<file path="config.mk">
export PLATFORM = sky130hd
export DESIGN_NAME = ssl_line_ctrl
export DESIGN_NICKNAME = d
export VERILOG_FILES = /design/src/ssl_pkg.sv /design/src/ssl_buf.sv /design/src/ssl_line_ctrl.sv /design/src/ssl_sync2.sv
export VERILOG_INCLUDE_DIRS = /design/src /design/src/src
export SDC_FILE = /design/constraint.sdc
export NUM_CORES = 1
export LEC_CHECK = 0
export BUFFER_PORTS_ARGS = -buffer_cell sky130_fd_sc_hd__buf_2
export CORE_AREA = 4 4 129 131
export CTS_CLUSTER_DIAMETER = 100
export DETAILED_ROUTE_END_ITERATION = 10
export DIE_AREA = 0 0 133 135
export PLACE_DENSITY = 0.68
export REMOVE_ABC_BUFFERS = 1
export SYNTH_ARGS = -nofsm -noshare
export SYNTH_HDL_FRONTEND = slang
export SYNTH_SLANG_ARGS = --single-unit
export TNS_END_PERCENT = 5
</file>
<file path="constraint.sdc">
create_clock -name core_clk -period 10.6 [get_ports core_clk]
set_clock_uncertainty 0.2 [all_clocks]
set_input_delay 1.59 -clock core_clk [delete_from_list [all_inputs] [get_ports core_clk]]
set_output_delay 1.59 -clock core_clk [all_outputs]
set_load 0.005 [all_outputs]
</file>
<file path="src/ssl_defs.svh">
/*
 * Register offsets, field positions, reset values and codes of the serial
 * line buffer controller.
 * Assumes it is included by bare name by every file that needs a constant.
 */
`ifndef SSL_DEFS_SVH
`define SSL_DEFS_SVH

`define SSL_OFS_CTL 8'h00
`define SSL_OFS_CTLIN 8'h20
`define SSL_OFS_CLKIN 8'h28
`define SSL_OFS_LINE 8'h2c
`define SSL_OFS_TX 8'h30
`define SSL_OFS_RX 8'h34
`define SSL_OFS_BUFCTL 8'h38
`define SSL_OFS_BUFSTS 8'h3c
`define SSL_OFS_PROT 8'h5c

`define SSL_B_IN_INV 2
`define SSL_B_RESYNC 0
`define SSL_B_LSB 0
`define SSL_B_DAT_INV 5
`define SSL_B_SEL_INV 7
`define SSL_F_WL_HI 11
`define SSL_F_WL_LO 8
`define SSL_B_DIR 16
`define SSL_B_RX_RST 17
`define SSL_B_TX_RST 16
`define SSL_B_RX_CLR 15
`define SSL_B_RX_OV_IE 14
`define SSL_B_TX_CLR 7
`define SSL_B_TX_UD_IE 6
`define SSL_B_TX_UD_F 11
`define SSL_B_TX_FULL 9
`define SSL_B_TX_EMPTY 8
`define SSL_B_RX_OV_F 3
`define SSL_B_RX_FULL 1
`define SSL_B_RX_EMPTY 0
`define SSL_F_PROTO_HI 2
`define SSL_F_PROTO_LO 0
`define SSL_F_MODE_HI 14
`define SSL_F_MODE_LO 12
`define SSL_B_UD_LVL 28

`define SSL_STS_RESET 32'h0000_0101
`define SSL_PROTO_OFF 3'h0
`define SSL_PROTO_SPI 3'h1
`define SSL_MODE_FULL 3'h0
`define SSL_MODE_HALF 3'h4
`define SSL_WL_MIN 4'h4
`define SSL_WL_MAX 5'h10
`define SSL_TX_W 17
`define SSL_RX_W 16

`endif

</file>
<file path="src/ssl_pkg.sv">
/*
 * Types shared by the serial line buffer controller.
 * Assumes the constants header is compiled alongside.
 */
package ssl_pkg;
    typedef enum logic [0:0] {SSL_IDLE, SSL_SHIFT} ssl_state_t;
    typedef logic [4:0] ssl_len_t;
    typedef logic [31:0] ssl_word_t;
endpackage

</file>
<file path="src/ssl_buf.sv">
/*
 * One-word buffer with flush, honest full and empty flags.
 * Assumes push and pop come from core_clk logic.
 */
`timescale 1ns/100ps
module ssl_buf #(
    parameter int W = 16
) (
    input wire logic core_clk,
    input wire logic rst_n,
    input wire logic flush,
    input wire logic push,
    input wire logic [W-1:0] push_data,
    input wire logic pop,
    output logic [W-1:0] data,
    output logic full,
    output logic empty
);
    logic held_q;
    logic [W-1:0] word_q;

    assign data = word_q;
    assign full = held_q;
    assign empty = !held_q;

    always_ff @(posedge core_clk or negedge rst_n) begin
        if (!rst_n) begin
            held_q <= 1'b0;
            word_q <= '0;
        end else if (flush) begin
            held_q <= 1'b0;
            word_q <= '0;
        end else if (push && (!held_q || pop)) begin
            held_q <= 1'b1;
            word_q <= push_data;
        end else if (pop) begin
            held_q <= 1'b0;
        end
    end
endmodule // ssl_buf

</file>
<file path="src/ssl_line_ctrl.sv">
/*
 * SPI slave line conditioning, word framing and buffer control with a
 * plain register port.
 * Assumes select, clock and data pins are asynchronous to core_clk and the
 * clock runs in mode 0: sample on rising edge, shift on falling edge.
 */
`timescale 1ns/100ps
`include "ssl_defs.svh"
module ssl_line_ctrl (
    input wire logic core_clk,
    input wire logic rst_n,
    input wire logic [7:0] reg_addr,
    input wire ssl_pkg::ssl_word_t reg_wdata,
    input wire logic reg_wr,
    input wire logic reg_rd,
    output ssl_pkg::ssl_word_t reg_rdata,
    input wire logic sel_pin,
    input wire logic sclk_pin,
    input wire logic dat0_i,
    input wire logic dat1_i,
    output logic dat0_o,
    output logic dat0_oe,
    output logic sel_out,
    output logic irq
);
    import ssl_pkg::*;

    function automatic ssl_len_t word_len(input logic [3:0] code);
        if (code < `SSL_WL_MIN)
            return `SSL_WL_MAX;
        return {1'b0, code};
    endfunction

    function automatic logic [3:0] bit_pos(input ssl_len_t cnt,
                                           input ssl_len_t len,
                                           input logic lsb);
        ssl_len_t t;
        t = len - 5'd1 - cnt;
        return lsb ? cnt[3:0] : t[3:0];
    endfunction

    logic in_inv_q, in_resync_q, clk_resync_q, lsb_q;
    logic data_output_invert_q, select_output_invert_q;
    logic [3:0] word_length_q;
    logic [2:0] protocol_select_q, shift_mode_select_q;
    logic underrun_output_level_q;
    logic rx_ov_ie_q, tx_ud_ie_q, tx_ud_flag_q, rx_ov_flag_q;
    logic rx_rst_p_q, tx_rst_p_q, rx_clr_p_q, tx_clr_p_q;
    ssl_word_t reg_rdata_q;
    logic dat0_o_q, dat0_oe_q, sel_out_q, irq_q;

    wire wr_ctl = reg_wr && reg_addr == `SSL_OFS_CTL;
    wire wr_ctlin = reg_wr && reg_addr == `SSL_OFS_CTLIN;
    wire wr_clkin = reg_wr && reg_addr == `SSL_OFS_CLKIN;
    wire wr_line = reg_wr && reg_addr == `SSL_OFS_LINE;
    wire wr_tx = reg_wr && reg_addr == `SSL_OFS_TX;
    wire wr_bufctl = reg_wr && reg_addr == `SSL_OFS_BUFCTL;
    wire wr_sts = reg_wr && reg_addr == `SSL_OFS_BUFSTS;
    wire wr_prot = reg_wr && reg_addr == `SSL_OFS_PROT;
    wire rd_rx = reg_rd && reg_addr == `SSL_OFS_RX;
    wire mode_chg = wr_prot && reg_wdata[`SSL_F_MODE_HI:`SSL_F_MODE_LO]
                    != shift_mode_select_q;

    wire spi_on = protocol_select_q == `SSL_PROTO_SPI;
    wire half = shift_mode_select_q == `SSL_MODE_HALF;
    ssl_len_t len;
    assign len = word_len(word_length_q);

    // Reserved bits are simply not stored, so they read back as zero.
    always_ff @(posedge core_clk or negedge rst_n) begin
        if (!rst_n) begin
            in_inv_q <= 1'b0;
            in_resync_q <= 1'b0;
            clk_resync_q <= 1'b0;
            lsb_q <= 1'b0;
            word_length_q <= 4'h0;
            data_output_invert_q <= 1'b0;
            select_output_invert_q <= 1'b0;
            protocol_select_q <= `SSL_PROTO_OFF;
            shift_mode_select_q <= `SSL_MODE_FULL;
            underrun_output_level_q <= 1'b0;
            rx_ov_ie_q <= 1'b0;
            tx_ud_ie_q <= 1'b0;
        end else begin
            if (wr_ctl)
                protocol_select_q <=
                    reg_wdata[`SSL_F_PROTO_HI:`SSL_F_PROTO_LO];
            if (wr_ctlin) begin
                in_inv_q <= reg_wdata[`SSL_B_IN_INV];
                in_resync_q <= reg_wdata[`SSL_B_RESYNC];
            end
            if (wr_clkin)
                clk_resync_q <= reg_wdata[`SSL_B_RESYNC];
            if (wr_line) begin
                lsb_q <= reg_wdata[`SSL_B_LSB];
                word_length_q <= reg_wdata[`SSL_F_WL_HI:`SSL_F_WL_LO];
                data_output_invert_q <= reg_wdata[`SSL_B_DAT_INV];
                select_output_invert_q <= reg_wdata[`SSL_B_SEL_INV];
            end
            if (wr_bufctl) begin
                rx_ov_ie_q <= reg_wdata[`SSL_B_RX_OV_IE];
                tx_ud_ie_q <= reg_wdata[`SSL_B_TX_UD_IE];
            end
            if (wr_prot) begin
                shift_mode_select_q <=
                    reg_wdata[`SSL_F_MODE_HI:`SSL_F_MODE_LO];
                underrun_output_level_q <= reg_wdata[`SSL_B_UD_LVL];
            end
        end
    end

    // One-cycle action pulses; the stored bits always read as zero.
    always_ff @(posedge core_clk or negedge rst_n) begin
        if (!rst_n) begin
            rx_rst_p_q <= 1'b0;
            tx_rst_p_q <= 1'b0;
            rx_clr_p_q <= 1'b0;
            tx_clr_p_q <= 1'b0;
        end else begin
            rx_rst_p_q <= (wr_bufctl && reg_wdata[`SSL_B_RX_RST])
                          || mode_chg;
            tx_rst_p_q <= (wr_bufctl && reg_wdata[`SSL_B_TX_RST])
                          || mode_chg;
            rx_clr_p_q <= wr_bufctl && reg_wdata[`SSL_B_RX_CLR];
            tx_clr_p_q <= wr_bufctl && reg_wdata[`SSL_B_TX_CLR];
        end
    end

    // Pin conditioning. The invert gate sits ahead of the first flop.
    logic sel_s, sclk_s, dat0_s, dat1_s;
    logic sel_prev_q, sel_filt_q, sclk_prev_q, sclk_filt_q, sclk_d_q;
    wire sel_raw = sel_pin ^ in_inv_q;

    ssl_sync2 u_sync_sel (.core_clk(core_clk), .rst_n(rst_n),
        .d(sel_raw), .q(sel_s));
    ssl_sync2 u_sync_sclk (.core_clk(core_clk), .rst_n(rst_n),
        .d(sclk_pin), .q(sclk_s));
    ssl_sync2 u_sync_d0 (.core_clk(core_clk), .rst_n(rst_n),
        .d(dat0_i), .q(dat0_s));
    ssl_sync2 u_sync_d1 (.core_clk(core_clk), .rst_n(rst_n),
        .d(dat1_i), .q(dat1_s));

    // The filtered path only follows a level seen on two samples in a row,
    // trading two cycles of latency for glitch rejection.
    always_ff @(posedge core_clk or negedge rst_n) begin
        if (!rst_n) begin
            sel_prev_q <= 1'b0;
            sel_filt_q <= 1'b0;
            sclk_prev_q <= 1'b0;
            sclk_filt_q <= 1'b0;
        end else begin
            sel_prev_q <= sel_s;
            sclk_prev_q <= sclk_s;
            if (sel_s == sel_prev_q)
                sel_filt_q <= sel_s;
            if (sclk_s == sclk_prev_q)
                sclk_filt_q <= sclk_s;
        end
    end

    wire sel_use = in_resync_q ? sel_filt_q : sel_s;
    wire sclk_use = clk_resync_q ? sclk_filt_q : sclk_s;
    wire sel_int = sel_use && spi_on;

    always_ff @(posedge core_clk or negedge rst_n) begin
        if (!rst_n)
            sclk_d_q <= 1'b0;
        else
            sclk_d_q <= sclk_use;
    end

    wire rise = sclk_use && !sclk_d_q;
    wire fall = !sclk_use && sclk_d_q;

    // Buffers.
    logic [`SSL_TX_W-1:0] tx_buf_data;
    logic [`SSL_RX_W-1:0] rx_buf_data, rx_next;
    logic tx_full, tx_empty, rx_full, rx_empty;
    logic tx_pop, rx_push;

    ssl_buf #(.W(`SSL_TX_W)) u_tx_buf (
        .core_clk(core_clk), .rst_n(rst_n),
        .flush(tx_rst_p_q || tx_clr_p_q),
        .push(wr_tx),
        .push_data(reg_wdata[`SSL_TX_W-1:0]),
        .pop(tx_pop), .data(tx_buf_data), .full(tx_full),
        .empty(tx_empty));

    ssl_buf #(.W(`SSL_RX_W)) u_rx_buf (
        .core_clk(core_clk), .rst_n(rst_n),
        .flush(rx_rst_p_q || rx_clr_p_q),
        .push(rx_push), .push_data(rx_next), .pop(rd_rx),
        .data(rx_buf_data), .full(rx_full), .empty(rx_empty));

    // Shift engine.
    ssl_state_t state_q;
    ssl_len_t cnt_q;
    logic load_pend_q, first_q, underrun_q, tx_dir_q, tx_bit_q;
    logic [`SSL_RX_W-1:0] tx_sh_q, rx_sh_q;
    wire path_rst = tx_rst_p_q || rx_rst_p_q;
    wire active = state_q == SSL_SHIFT && sel_int;
    wire load_now = active && load_pend_q && (first_q || fall);
    wire last_bit = cnt_q == len - 5'd1;
    wire rx_bit = half ? dat0_s : dat1_s;

    assign tx_pop = load_now && !tx_empty;
    assign rx_push = active && rise && last_bit;

    always_comb begin
        rx_next = rx_sh_q;
        rx_next[bit_pos(cnt_q, len, lsb_q)] = rx_bit;
    end

    always_ff @(posedge core_clk or negedge rst_n) begin
        if (!rst_n) begin
            state_q <= SSL_IDLE;
            cnt_q <= 5'd0;
            load_pend_q <= 1'b0;
            first_q <= 1'b0;
        end else if (path_rst || !sel_int) begin
            state_q <= SSL_IDLE;
            cnt_q <= 5'd0;
            load_pend_q <= 1'b0;
            first_q <= 1'b0;
        end else begin
            case (state_q)
                SSL_IDLE: begin
                    state_q <= SSL_SHIFT;
                    load_pend_q <= 1'b1;
                    first_q <= 1'b1;
                end
                SSL_SHIFT: begin
                    if (load_now) begin
                        load_pend_q <= 1'b0;
                        first_q <= 1'b0;
                    end
                    if (rise) begin
                        cnt_q <= last_bit ? 5'd0 : cnt_q + 5'd1;
                        if (last_bit)
                            load_pend_q <= 1'b1;
                    end
                end
                default: state_q <= SSL_IDLE;
            endcase
        end
    end

    always_ff @(posedge core_clk or negedge rst_n) begin
        if (!rst_n) begin
            tx_sh_q <= '0;
            tx_bit_q <= 1'b0;
            tx_dir_q <= 1'b0;
            underrun_q <= 1'b0;
        end else if (tx_rst_p_q) begin
            tx_sh_q <= '0;
            tx_bit_q <= 1'b0;
            tx_dir_q <= 1'b0;
            underrun_q <= 1'b0;
        end else if (!active) begin
            underrun_q <= 1'b0;
        end else if (load_now) begin
            underrun_q <= tx_empty;
            if (!tx_empty) begin
                tx_sh_q <= tx_buf_data[`SSL_RX_W-1:0];
                tx_dir_q <= tx_buf_data[`SSL_B_DIR];
                tx_bit_q <= tx_buf_data[bit_pos(5'd0, len, lsb_q)];
            end
        end else if (fall && !load_pend_q) begin
            tx_bit_q <= tx_sh_q[bit_pos(cnt_q, len, lsb_q)];
        end
    end

    always_ff @(posedge core_clk or negedge rst_n) begin
        if (!rst_n)
            rx_sh_q <= '0;
        else if (rx_rst_p_q || !active)
            rx_sh_q <= '0;
        else if (rise)
            rx_sh_q <= last_bit ? '0 : rx_next;
    end

    // Sticky flags: a new event in the clearing cycle wins.
    always_ff @(posedge core_clk or negedge rst_n) begin
        if (!rst_n) begin
            tx_ud_flag_q <= 1'b0;
            rx_ov_flag_q <= 1'b0;
        end else begin
            if (load_now && tx_empty)
                tx_ud_flag_q <= 1'b1;
            else if (wr_sts && reg_wdata[`SSL_B_TX_UD_F])
                tx_ud_flag_q <= 1'b0;
            if (rx_push && rx_full && !rd_rx)
                rx_ov_flag_q <= 1'b1;
            else if (wr_sts && reg_wdata[`SSL_B_RX_OV_F])
                rx_ov_flag_q <= 1'b0;
        end
    end

    // Pins and request line, all straight from flops.
    always_ff @(posedge core_clk or negedge rst_n) begin
        if (!rst_n) begin
            dat0_o_q <= 1'b0;
            dat0_oe_q <= 1'b0;
            sel_out_q <= 1'b0;
            irq_q <= 1'b0;
        end else begin
            if (tx_rst_p_q && !data_output_invert_q)
                dat0_o_q <= 1'b0;
            else if (underrun_q)
                dat0_o_q <= underrun_output_level_q;
            else
                dat0_o_q <= tx_bit_q ^ data_output_invert_q;
            dat0_oe_q <= spi_on && !(half && tx_dir_q);
            sel_out_q <= sel_int ^ select_output_invert_q;
            irq_q <= (tx_ud_flag_q && tx_ud_ie_q)
                     || (rx_ov_flag_q && rx_ov_ie_q);
        end
    end

    // Read port: data stand in the cycle after the strobe. A read of the
    // receive word also frees the buffer.
    always_ff @(posedge core_clk or negedge rst_n) begin
        if (!rst_n) begin
            reg_rdata_q <= '0;
        end else if (reg_rd) begin
            reg_rdata_q <= '0;
            case (reg_addr)
                `SSL_OFS_CTL: reg_rdata_q[2:0] <= protocol_select_q;
                `SSL_OFS_CTLIN: begin
                    reg_rdata_q[`SSL_B_IN_INV] <= in_inv_q;
                    reg_rdata_q[`SSL_B_RESYNC] <= in_resync_q;
                end
                `SSL_OFS_CLKIN: reg_rdata_q[`SSL_B_RESYNC] <= clk_resync_q;
                `SSL_OFS_LINE: begin
                    reg_rdata_q[`SSL_B_LSB] <= lsb_q;
                    reg_rdata_q[`SSL_F_WL_HI:`SSL_F_WL_LO] <= word_length_q;
                    reg_rdata_q[`SSL_B_DAT_INV] <= data_output_invert_q;
                    reg_rdata_q[`SSL_B_SEL_INV] <= select_output_invert_q;
                end
                `SSL_OFS_RX: reg_rdata_q[15:0] <= rx_buf_data;
                `SSL_OFS_BUFCTL: begin
                    reg_rdata_q[`SSL_B_RX_OV_IE] <= rx_ov_ie_q;
                    reg_rdata_q[`SSL_B_TX_UD_IE] <= tx_ud_ie_q;
                end
                `SSL_OFS_BUFSTS: begin
                    reg_rdata_q[`SSL_B_TX_UD_F] <= tx_ud_flag_q;
                    reg_rdata_q[`SSL_B_TX_FULL] <= tx_full;
                    reg_rdata_q[`SSL_B_TX_EMPTY] <= tx_empty;
                    reg_rdata_q[`SSL_B_RX_OV_F] <= rx_ov_flag_q;
                    reg_rdata_q[`SSL_B_RX_FULL] <= rx_full;
                    reg_rdata_q[`SSL_B_RX_EMPTY] <= rx_empty;
                end
                `SSL_OFS_PROT: begin
                    reg_rdata_q[`SSL_F_MODE_HI:`SSL_F_MODE_LO] <=
                        shift_mode_select_q;
                    reg_rdata_q[`SSL_B_UD_LVL] <= underrun_output_level_q;
                end
                default: reg_rdata_q <= '0;
            endcase
        end
    end

    assign reg_rdata = reg_rdata_q;
    assign dat0_o = dat0_o_q;
    assign dat0_oe = dat0_oe_q;
    assign sel_out = sel_out_q;
    assign irq = irq_q;
endmodule // ssl_line_ctrl

</file>
<file path="src/ssl_sync2.sv">
/*
 * Two-flop synchroniser for one pin level.
 * Assumes the input is asynchronous to core_clk.
 */
`timescale 1ns/100ps
module ssl_sync2 (
    input wire logic core_clk,
    input wire logic rst_n,
    input wire logic d,
    output logic q
);
    logic meta_q;

    always_ff @(posedge core_clk or negedge rst_n) begin
        if (!rst_n) begin
            meta_q <= 1'b0;
            q <= 1'b0;
        end else begin
            meta_q <= d;
            q <= meta_q;
        end
    end
endmodule // ssl_sync2

</file>
[Yosys cells after proc, flatten, opt, wreduce, memory -nomap -nowiden]
Cells that the tools add are included.
Cells by class
  add/sub/neg operators: 3
  multipliers: 0
  div/mod/pow operators: 0
  order comparisons: 4
  eq/ne operators: 17
  shifts and indexed selects: 0
  multiplexer cells: 78
  bitwise gates (word level): 4
  reductions and logical operators: 75
Operators with widths (count)
  2-to-1 mux 16 bit: 9
  == test 8 x 6 -> 1 bit (second input constant): 7
  2-to-1 mux 1 bit: 41
  logical AND 1 bit: 37
  2-to-1 mux 17 bit: 2
  2-to-1 mux 5 bit: 6
  nonzero test 2 bit: 10
  bitwise mux 16 bit: 1
  one-hot mux 1 bit (2 select lines): 7
  one-hot mux 1 bit (3 select lines): 4
  logical OR 1 bit: 11
  logical NOT 1 bit: 10
  nonzero test 3 bit: 3
  binary-select mux 1 bit (select 4 bit): 2
  == test 8 x 7 -> 1 bit (second input constant): 1
  logical NOT 8 bit: 1
  2-to-1 mux 4 bit: 2
  < comparator 4 x 6 -> 1 bit (second input constant): 1
  inequality test 3 x 2 -> 1 bit (second input constant): 2
  one-hot mux 1 bit (6 select lines): 1
  one-hot mux 2 bit (3 select lines): 1
  AND reduction 3 bit: 2
  adder 5 x 1 -> 5 bit (second input constant): 1
  == test 5 bit: 1
  other kinds (15): 18
Word-level totals
  flip-flop bits (word level): 137
  latch bits: 0
  RAM bits: 0
  bits in read-only memories: 0
  bits of input ports: 48
  output and inout bits: 36
  logic and storage cells: 230
  memories: 0

[Longest topological paths before layout]
  depth after elaboration: 14
  mapped depth: 14
  gate-level depth less buffers: 10

[Modules after synthesis]
A second synthesis with hierarchy kept.
Second synthesis, totals
  cell total of the unflattened synthesis: 744
  area, all modules: 7267.0 um^2
Modules (own cells, without submodules)
  ssl_line_ctrl: times used 1, cells an instance 582, area each 5307.6 um^2, seq. area each 2352.3 um^2
  ssl_buf (u_tx_buf): times used 1, cells an instance 79, area each 903.4 um^2, seq. area each 450.4 um^2
  ssl_buf (u_rx_buf): times used 1, cells an instance 75, area each 855.8 um^2, seq. area each 425.4 um^2
  ssl_sync2: times used 4, cells an instance 2, area each 50.0 um^2, seq. area each 50.0 um^2

[Worst setup path after synthesis]
OpenSTA, ideal clock, no wires.
  path kind: flip-flop to flip-flop
  from: reg word_length_q[3]
  to: reg u_rx_buf.word_q[8], in the netlist u_rx_buf.data[8]
  arrival: 3.270 ns
  setup slack: 6.992 ns
  cell stages (with the launch flop): 15
  buffers on the path: 4
  period minus slack after synthesis: 3.608 ns
  cells stage by stage: dfrtp_1 -> buf_2 -> o21ai_0 -> ha_1 -> clkbuf_1 -> xor2_1 -> ha_1 -> and3b_1 -> a211o_1 -> a211o_1 -> and2_1 -> buf_6 -> buf_8 -> o211ai_1 -> o311ai_1
Between the ends
  longest elaborated chain between the ends: 13
  elaborated cells on any way between the ends: 18
  classes of those cells: 2 x add/sub; 3 x order compare; 1 x eq/ne; 8 x mux; 4 x reduce/logical
Ends and longest elaborated chain
  start, declared: line ssl_line_ctrl.sv:44  | logic [3:0] word_length_q;
  start signal, assigned: line ssl_line_ctrl.sv:96  | word_length_q <= reg_wdata[`SSL_F_WL_HI:`SSL_F_WL_LO];
  < comparator 4 x 3 -> 1 bit (no line)
  2-to-1 mux 1 bit: line ssl_line_ctrl.sv:29  | if (code < `SSL_WL_MIN)
  2-to-1 mux 5 bit *: line ssl_line_ctrl.sv:31  | return {1'b0, code};
  subtractor 5 x 1 -> 5 bit *: line ssl_line_ctrl.sv:38  | t = len - 5'd1 - cnt;
  subtractor 4 bit: line ssl_line_ctrl.sv:38
  2-to-1 mux 4 bit: line ssl_line_ctrl.sv:39  | return lsb ? cnt[3:0] : t[3:0];
  < comparator 4 x 5 -> 1 bit (implied by the code) or greater-or-equal comparator 4 x 1 -> 1 bit (tied branches): line ssl_line_ctrl.sv:211  | rx_next[bit_pos(cnt_q, len, lsb_q)] = rx_bit;
  logical AND 1 bit (implied by the code): line ssl_line_ctrl.sv:211
  2-to-1 mux 1 bit (implied by the code): line ssl_line_ctrl.sv:211
  demux 1 bit (select 4 bit): line ssl_line_ctrl.sv:211
  bitwise mux 16 bit: line ssl_line_ctrl.sv:211
  2-to-1 mux 16 bit: line ssl_buf.sv:33  | end else if (push && (!held_q || pop)) begin
  2-to-1 mux 16 bit: line ssl_buf.sv:30  | end else if (flush) begin
  end signal, assigned: line ssl_buf.sv:35  | word_q <= push_data;
  end, declared: line ssl_buf.sv:20  | logic [W-1:0] word_q;
Every way passes the cells marked *; elsewhere a longest branch is shown, timed or not. The select of a mux whose other input is x is not followed.
A chain may end at the register's enable or synchronous reset.

[Worst setup path after layout]
  from: reg word_length_q[2]
  to: reg u_rx_buf.word_q[13], in the netlist u_rx_buf.data[13]
Same word-level chain as after synthesis.

==> key figures <==
Outcome
  – Result of the run: finished, final reports clean

Worst setup path
  – Worst-path fanout max: 23
  – Worst Setup End Kind: flop
  – Most common cell type on the critical path: ha_1
  – Cell-by-cell listing of the critical path: o21ai_0 -> ha_1 -> xor2_1 -> ha_1 -> nand4_1 -> nor3_2 -> and4_1 -> nand2_1 -> o311ai_1
  – Launching element type of the critical path: flop
  – Critical Path AT: 5000 ps
  – Delay-heaviest family, CP: simple AND/OR/NAND/NOR gates
  – Setup CP Type: flop to flop
  – Buffer and inverter count on the worst path: 0
  – Crit path required time: 10,710 ps
  – Setup slack on the worst flop-to-flop path: 5710 ps
  – Max stage delay on crit path: 880 ps
  – Crit path max-delay cell type: and4_1

Global route
  – Largest net degree at the start of global routing: 72
  – Overflow left after global routing: 0
  – Via count of the first global-routing pass: 5,640
  – Global-route wire length before repair: 30,000 microns
  – Number of antenna violations at the first check in global routing: 0
  – Gr usage total: 0.210

Clock network
  – Clock transition at the register clock pins on the worst setup and hold paths after CTS: 60 ps
  – Clock insertion delay at the later pin of the skew report: about 430 ps
  – Number of sinks driven by the clock tree: 137
  – Cts hold-fix bufs: 0
  – Cts repair resizes: 0
  – Htree depth: 4
  – Root Buffer: clkbuf_16
  – Buffer levels on the longest clock path: 2
  – Setup Buffers After CTS: 0
  – Clock tree from TritonCTS: built
  – Inserted Clock Buffers: 17

Logic synthesis
  – Number of instances in the synthesized netlist: 684
  – Largest cells by area after synthesis: dfrtp_1 (50%), nand2_1 (4.0%), o211ai_1 (3.7%)
  – Commonest cells in the netlist: dfrtp_1 (137), nand2_1 (73), nor2_1 (55), nand3_1 (50), o211ai_1 (34)
  – Most used flip-flop cell after synthesis: dfrtp_1
  – Yosys reg bits: 137
  – EDFF count, synth: 0
  – Synth unique cells: 71
  – Syn Std Cell Area: 6880 sq um
  – Register area share after synthesis: 0.498
  – Per-instance average area after synthesis: 10.1 sq um
  – Warning count from the yosys run: 0
  – Async S/R FF share, synth: 1.00
  – Area share of the largest cell type after synthesis: 0.498
  – Most frequent cell after synthesis: dfrtp_1
  – Most area-hungry cell type in the Yosys netlist: dfrtp_1

Run
  – MaxCap Viol Count: 0

Die
  – Vertical extent of the die: between 100 and 150 microns
  – FP Rows: 46
  – Initial core utilization: 0.441
  – Core area: around 16,000 sq um
  – I/O Pins: 84
  – Width of the die: 133 microns
  – Area of the die: 18,000 sq um

Power
  – Internal power: 0.958 mW
  – Power share of the clock group: 0.485
  – Worst ir drop on vdd: 0.111 mV
  – Proportion of power drawn by flip-flops and latches: 0.438
  – Power dissipated by switching net loads: 0.306 mW
  – P per Cell Area: 161 nW/um^2
  – Leak pwr: 3.55 nW
  – Switching portion of total power: 0.242
  – Combinational fraction of design power: 0.077

Detailed routing
  – DRC marker count from the first detailed-route iteration: 507
  – Avg WL per Cell: 19.1 microns
  – Detailed Routing Iterations Pass 1: 5
  – Average vias per placed instance: 5.88
  – Number of nets with antenna violations after detailed routing: 0
  – DRC violations left: 0
  – Vias post-DR: roughly 5,600
  – Overall routed net length: about 18,000 microns

Layout
  – Layout Nets: roughly 780
  – Core occupancy in the finished layout: 0.504
  – Synthesis-to-finish area growth: 14.3%
  – Number of antenna diodes: 0
  – Layout cells sized above 1: 0.170
  – Post-route non-filler standard cell count: 953

Place
  – Placed Cells incl. Taps: 921
  – Final HPWL DP: approximately 13,000 microns
  – Final RePlAce weighted congestion: 0.958
  – Number of port buffers: 55

STA
  – Setup repair after global routing missed its margin: false
  – Tmin final: ~4900 ps
  – Setup total negative slack: 0 ps
  – Fin. max-slew vios: 0
  – Share of the clock period used by the worst path: 0.462
  – Worst Tran Pin Value: roughly 1200 ps
  – Worst hold margin: between 100 and 150 ps
  – Final-report hold violation count: 0
  – F_max: 204 MHz
  – Final count of negative-setup-slack endpoints: 0
  – Max-Slew Margin vs Limit: 0.213

Min path
  – Hold Crit Class: flop to flop
==> final cells by class <==
| type | count | area, sq um |
|---|---|---|
| clock inverter | 10 | 141 |
| sequential | 137 | 3430 |
| fill | 1448 | 7730 |
| inverter | 17 | 63.8 |
| clock buffer | 22 | 474 |
| multi-input combinational | 487 | 3140 |
| timing repair buffer | 64 | 349 |
| tap | 216 | 270 |
==> cells in the final DEF (no fill, tap or decap), types with 4 or more instances in the layout <==
cell,count
a211oi_1,6
a21boi_0,4
a21o_1,7
a21oi_1,20
a222oi_1,4
a22o_1,18
a22oi_1,10
a31oi_1,10
and3_1,9
buf_2,54
buf_4,9
clkbuf_16,17
clkinvlp_4,5
conb_1,15
dfrtp_1,137
ha_1,5
inv_1,16
mux2_2,20
mux2i_1,23
nand2_1,73
nand2b_1,9
nand3_1,50
nand4_1,10
nor2_1,55
nor3_1,13
nor3b_1,4
o211ai_1,34
o21ai_0,13
o311ai_1,9
xnor2_1,4
==> sequential cells by signal, summed over array words and instances (netlist names), 3 cells and up <==
register / count
cnt_q: 5
protocol_select_q: 3
reg_rdata: 17
rx_sh_q: 16
shift_mode_select_q: 3
tx_sh_q: 16
u_rx_buf.data: 16
u_tx_buf.data: 17
word_length_q: 4
==> worst reg2reg max path: stages (launching register included) <==
cell      delay (ps)
dfrtp_1          570
o21ai_0          530
ha_1             510
xor2_1           130
ha_1             370
nand4_1          120
nor3_2           520
and4_1           890
nand2_1          500
o311ai_1         430
==> layer usage <==
layer  vias up  track usage  wire [microns]  share of wire
met3        38       0.0548            1330          0.073
met2       231        0.330            8570           0.47
met1      2751        0.279            7880           0.43
li1       2580            -               -              -
met5         -       0.0194              41         0.0022
met4         2       0.0814             417          0.023
==> power groups by stage <==
stage                     logic, mW  clock network (mW)  registers (mW)
after detailed placement     0.0957                   0           0.563
after CTS                    0.0967               0.624           0.554
after global placement       0.0934                   0           0.562
after global routing          0.108               0.649           0.556
after floorplan              0.0497                   0           0.558
final                        0.0974               0.613           0.554
==> stage by stage <==
stage | worst slack [ps] | total power [mW] | area, sq um
floorplan | 6690 | 0.608 | 6620
global placement | 5950 | 0.656 | 7250
detailed placement | 5790 | 0.658 | 7250
CTS | 5750 | 1.27 | 7870
global route | 5410 | 1.31 | 7870
finish | 5710 | 1.26 | 7870
==> kinds of logic after synthesis <==
group / synth area share
AND/OR/NAND/NOR: 0.173
buffers and inverters: 0.0551
other: 0.000545
XOR/XNOR: 0.00891
AO/OA/AOI/OAI: 0.180
multiplexers: 0.0694
adder cells (fa/ha/maj): 0.0149
flip-flops: 0.498
==> final timing paths <==
path,start,to,depth (start not counted)
worst min-delay path,u_sync_d1.meta_q,u_sync_d1.q,0
worst max-delay path,word_length_q[2],u_rx_buf.data[13],9
max in group asynchronous,rst_n,first_q,2
worst min register to register,u_sync_d1.meta_q,u_sync_d1.q,0
worst max register to register,word_length_q[2],u_rx_buf.data[13],9
min in group asynchronous,rst_n,reg_rdata[4],1
Power figures use the tool's default switching activity.
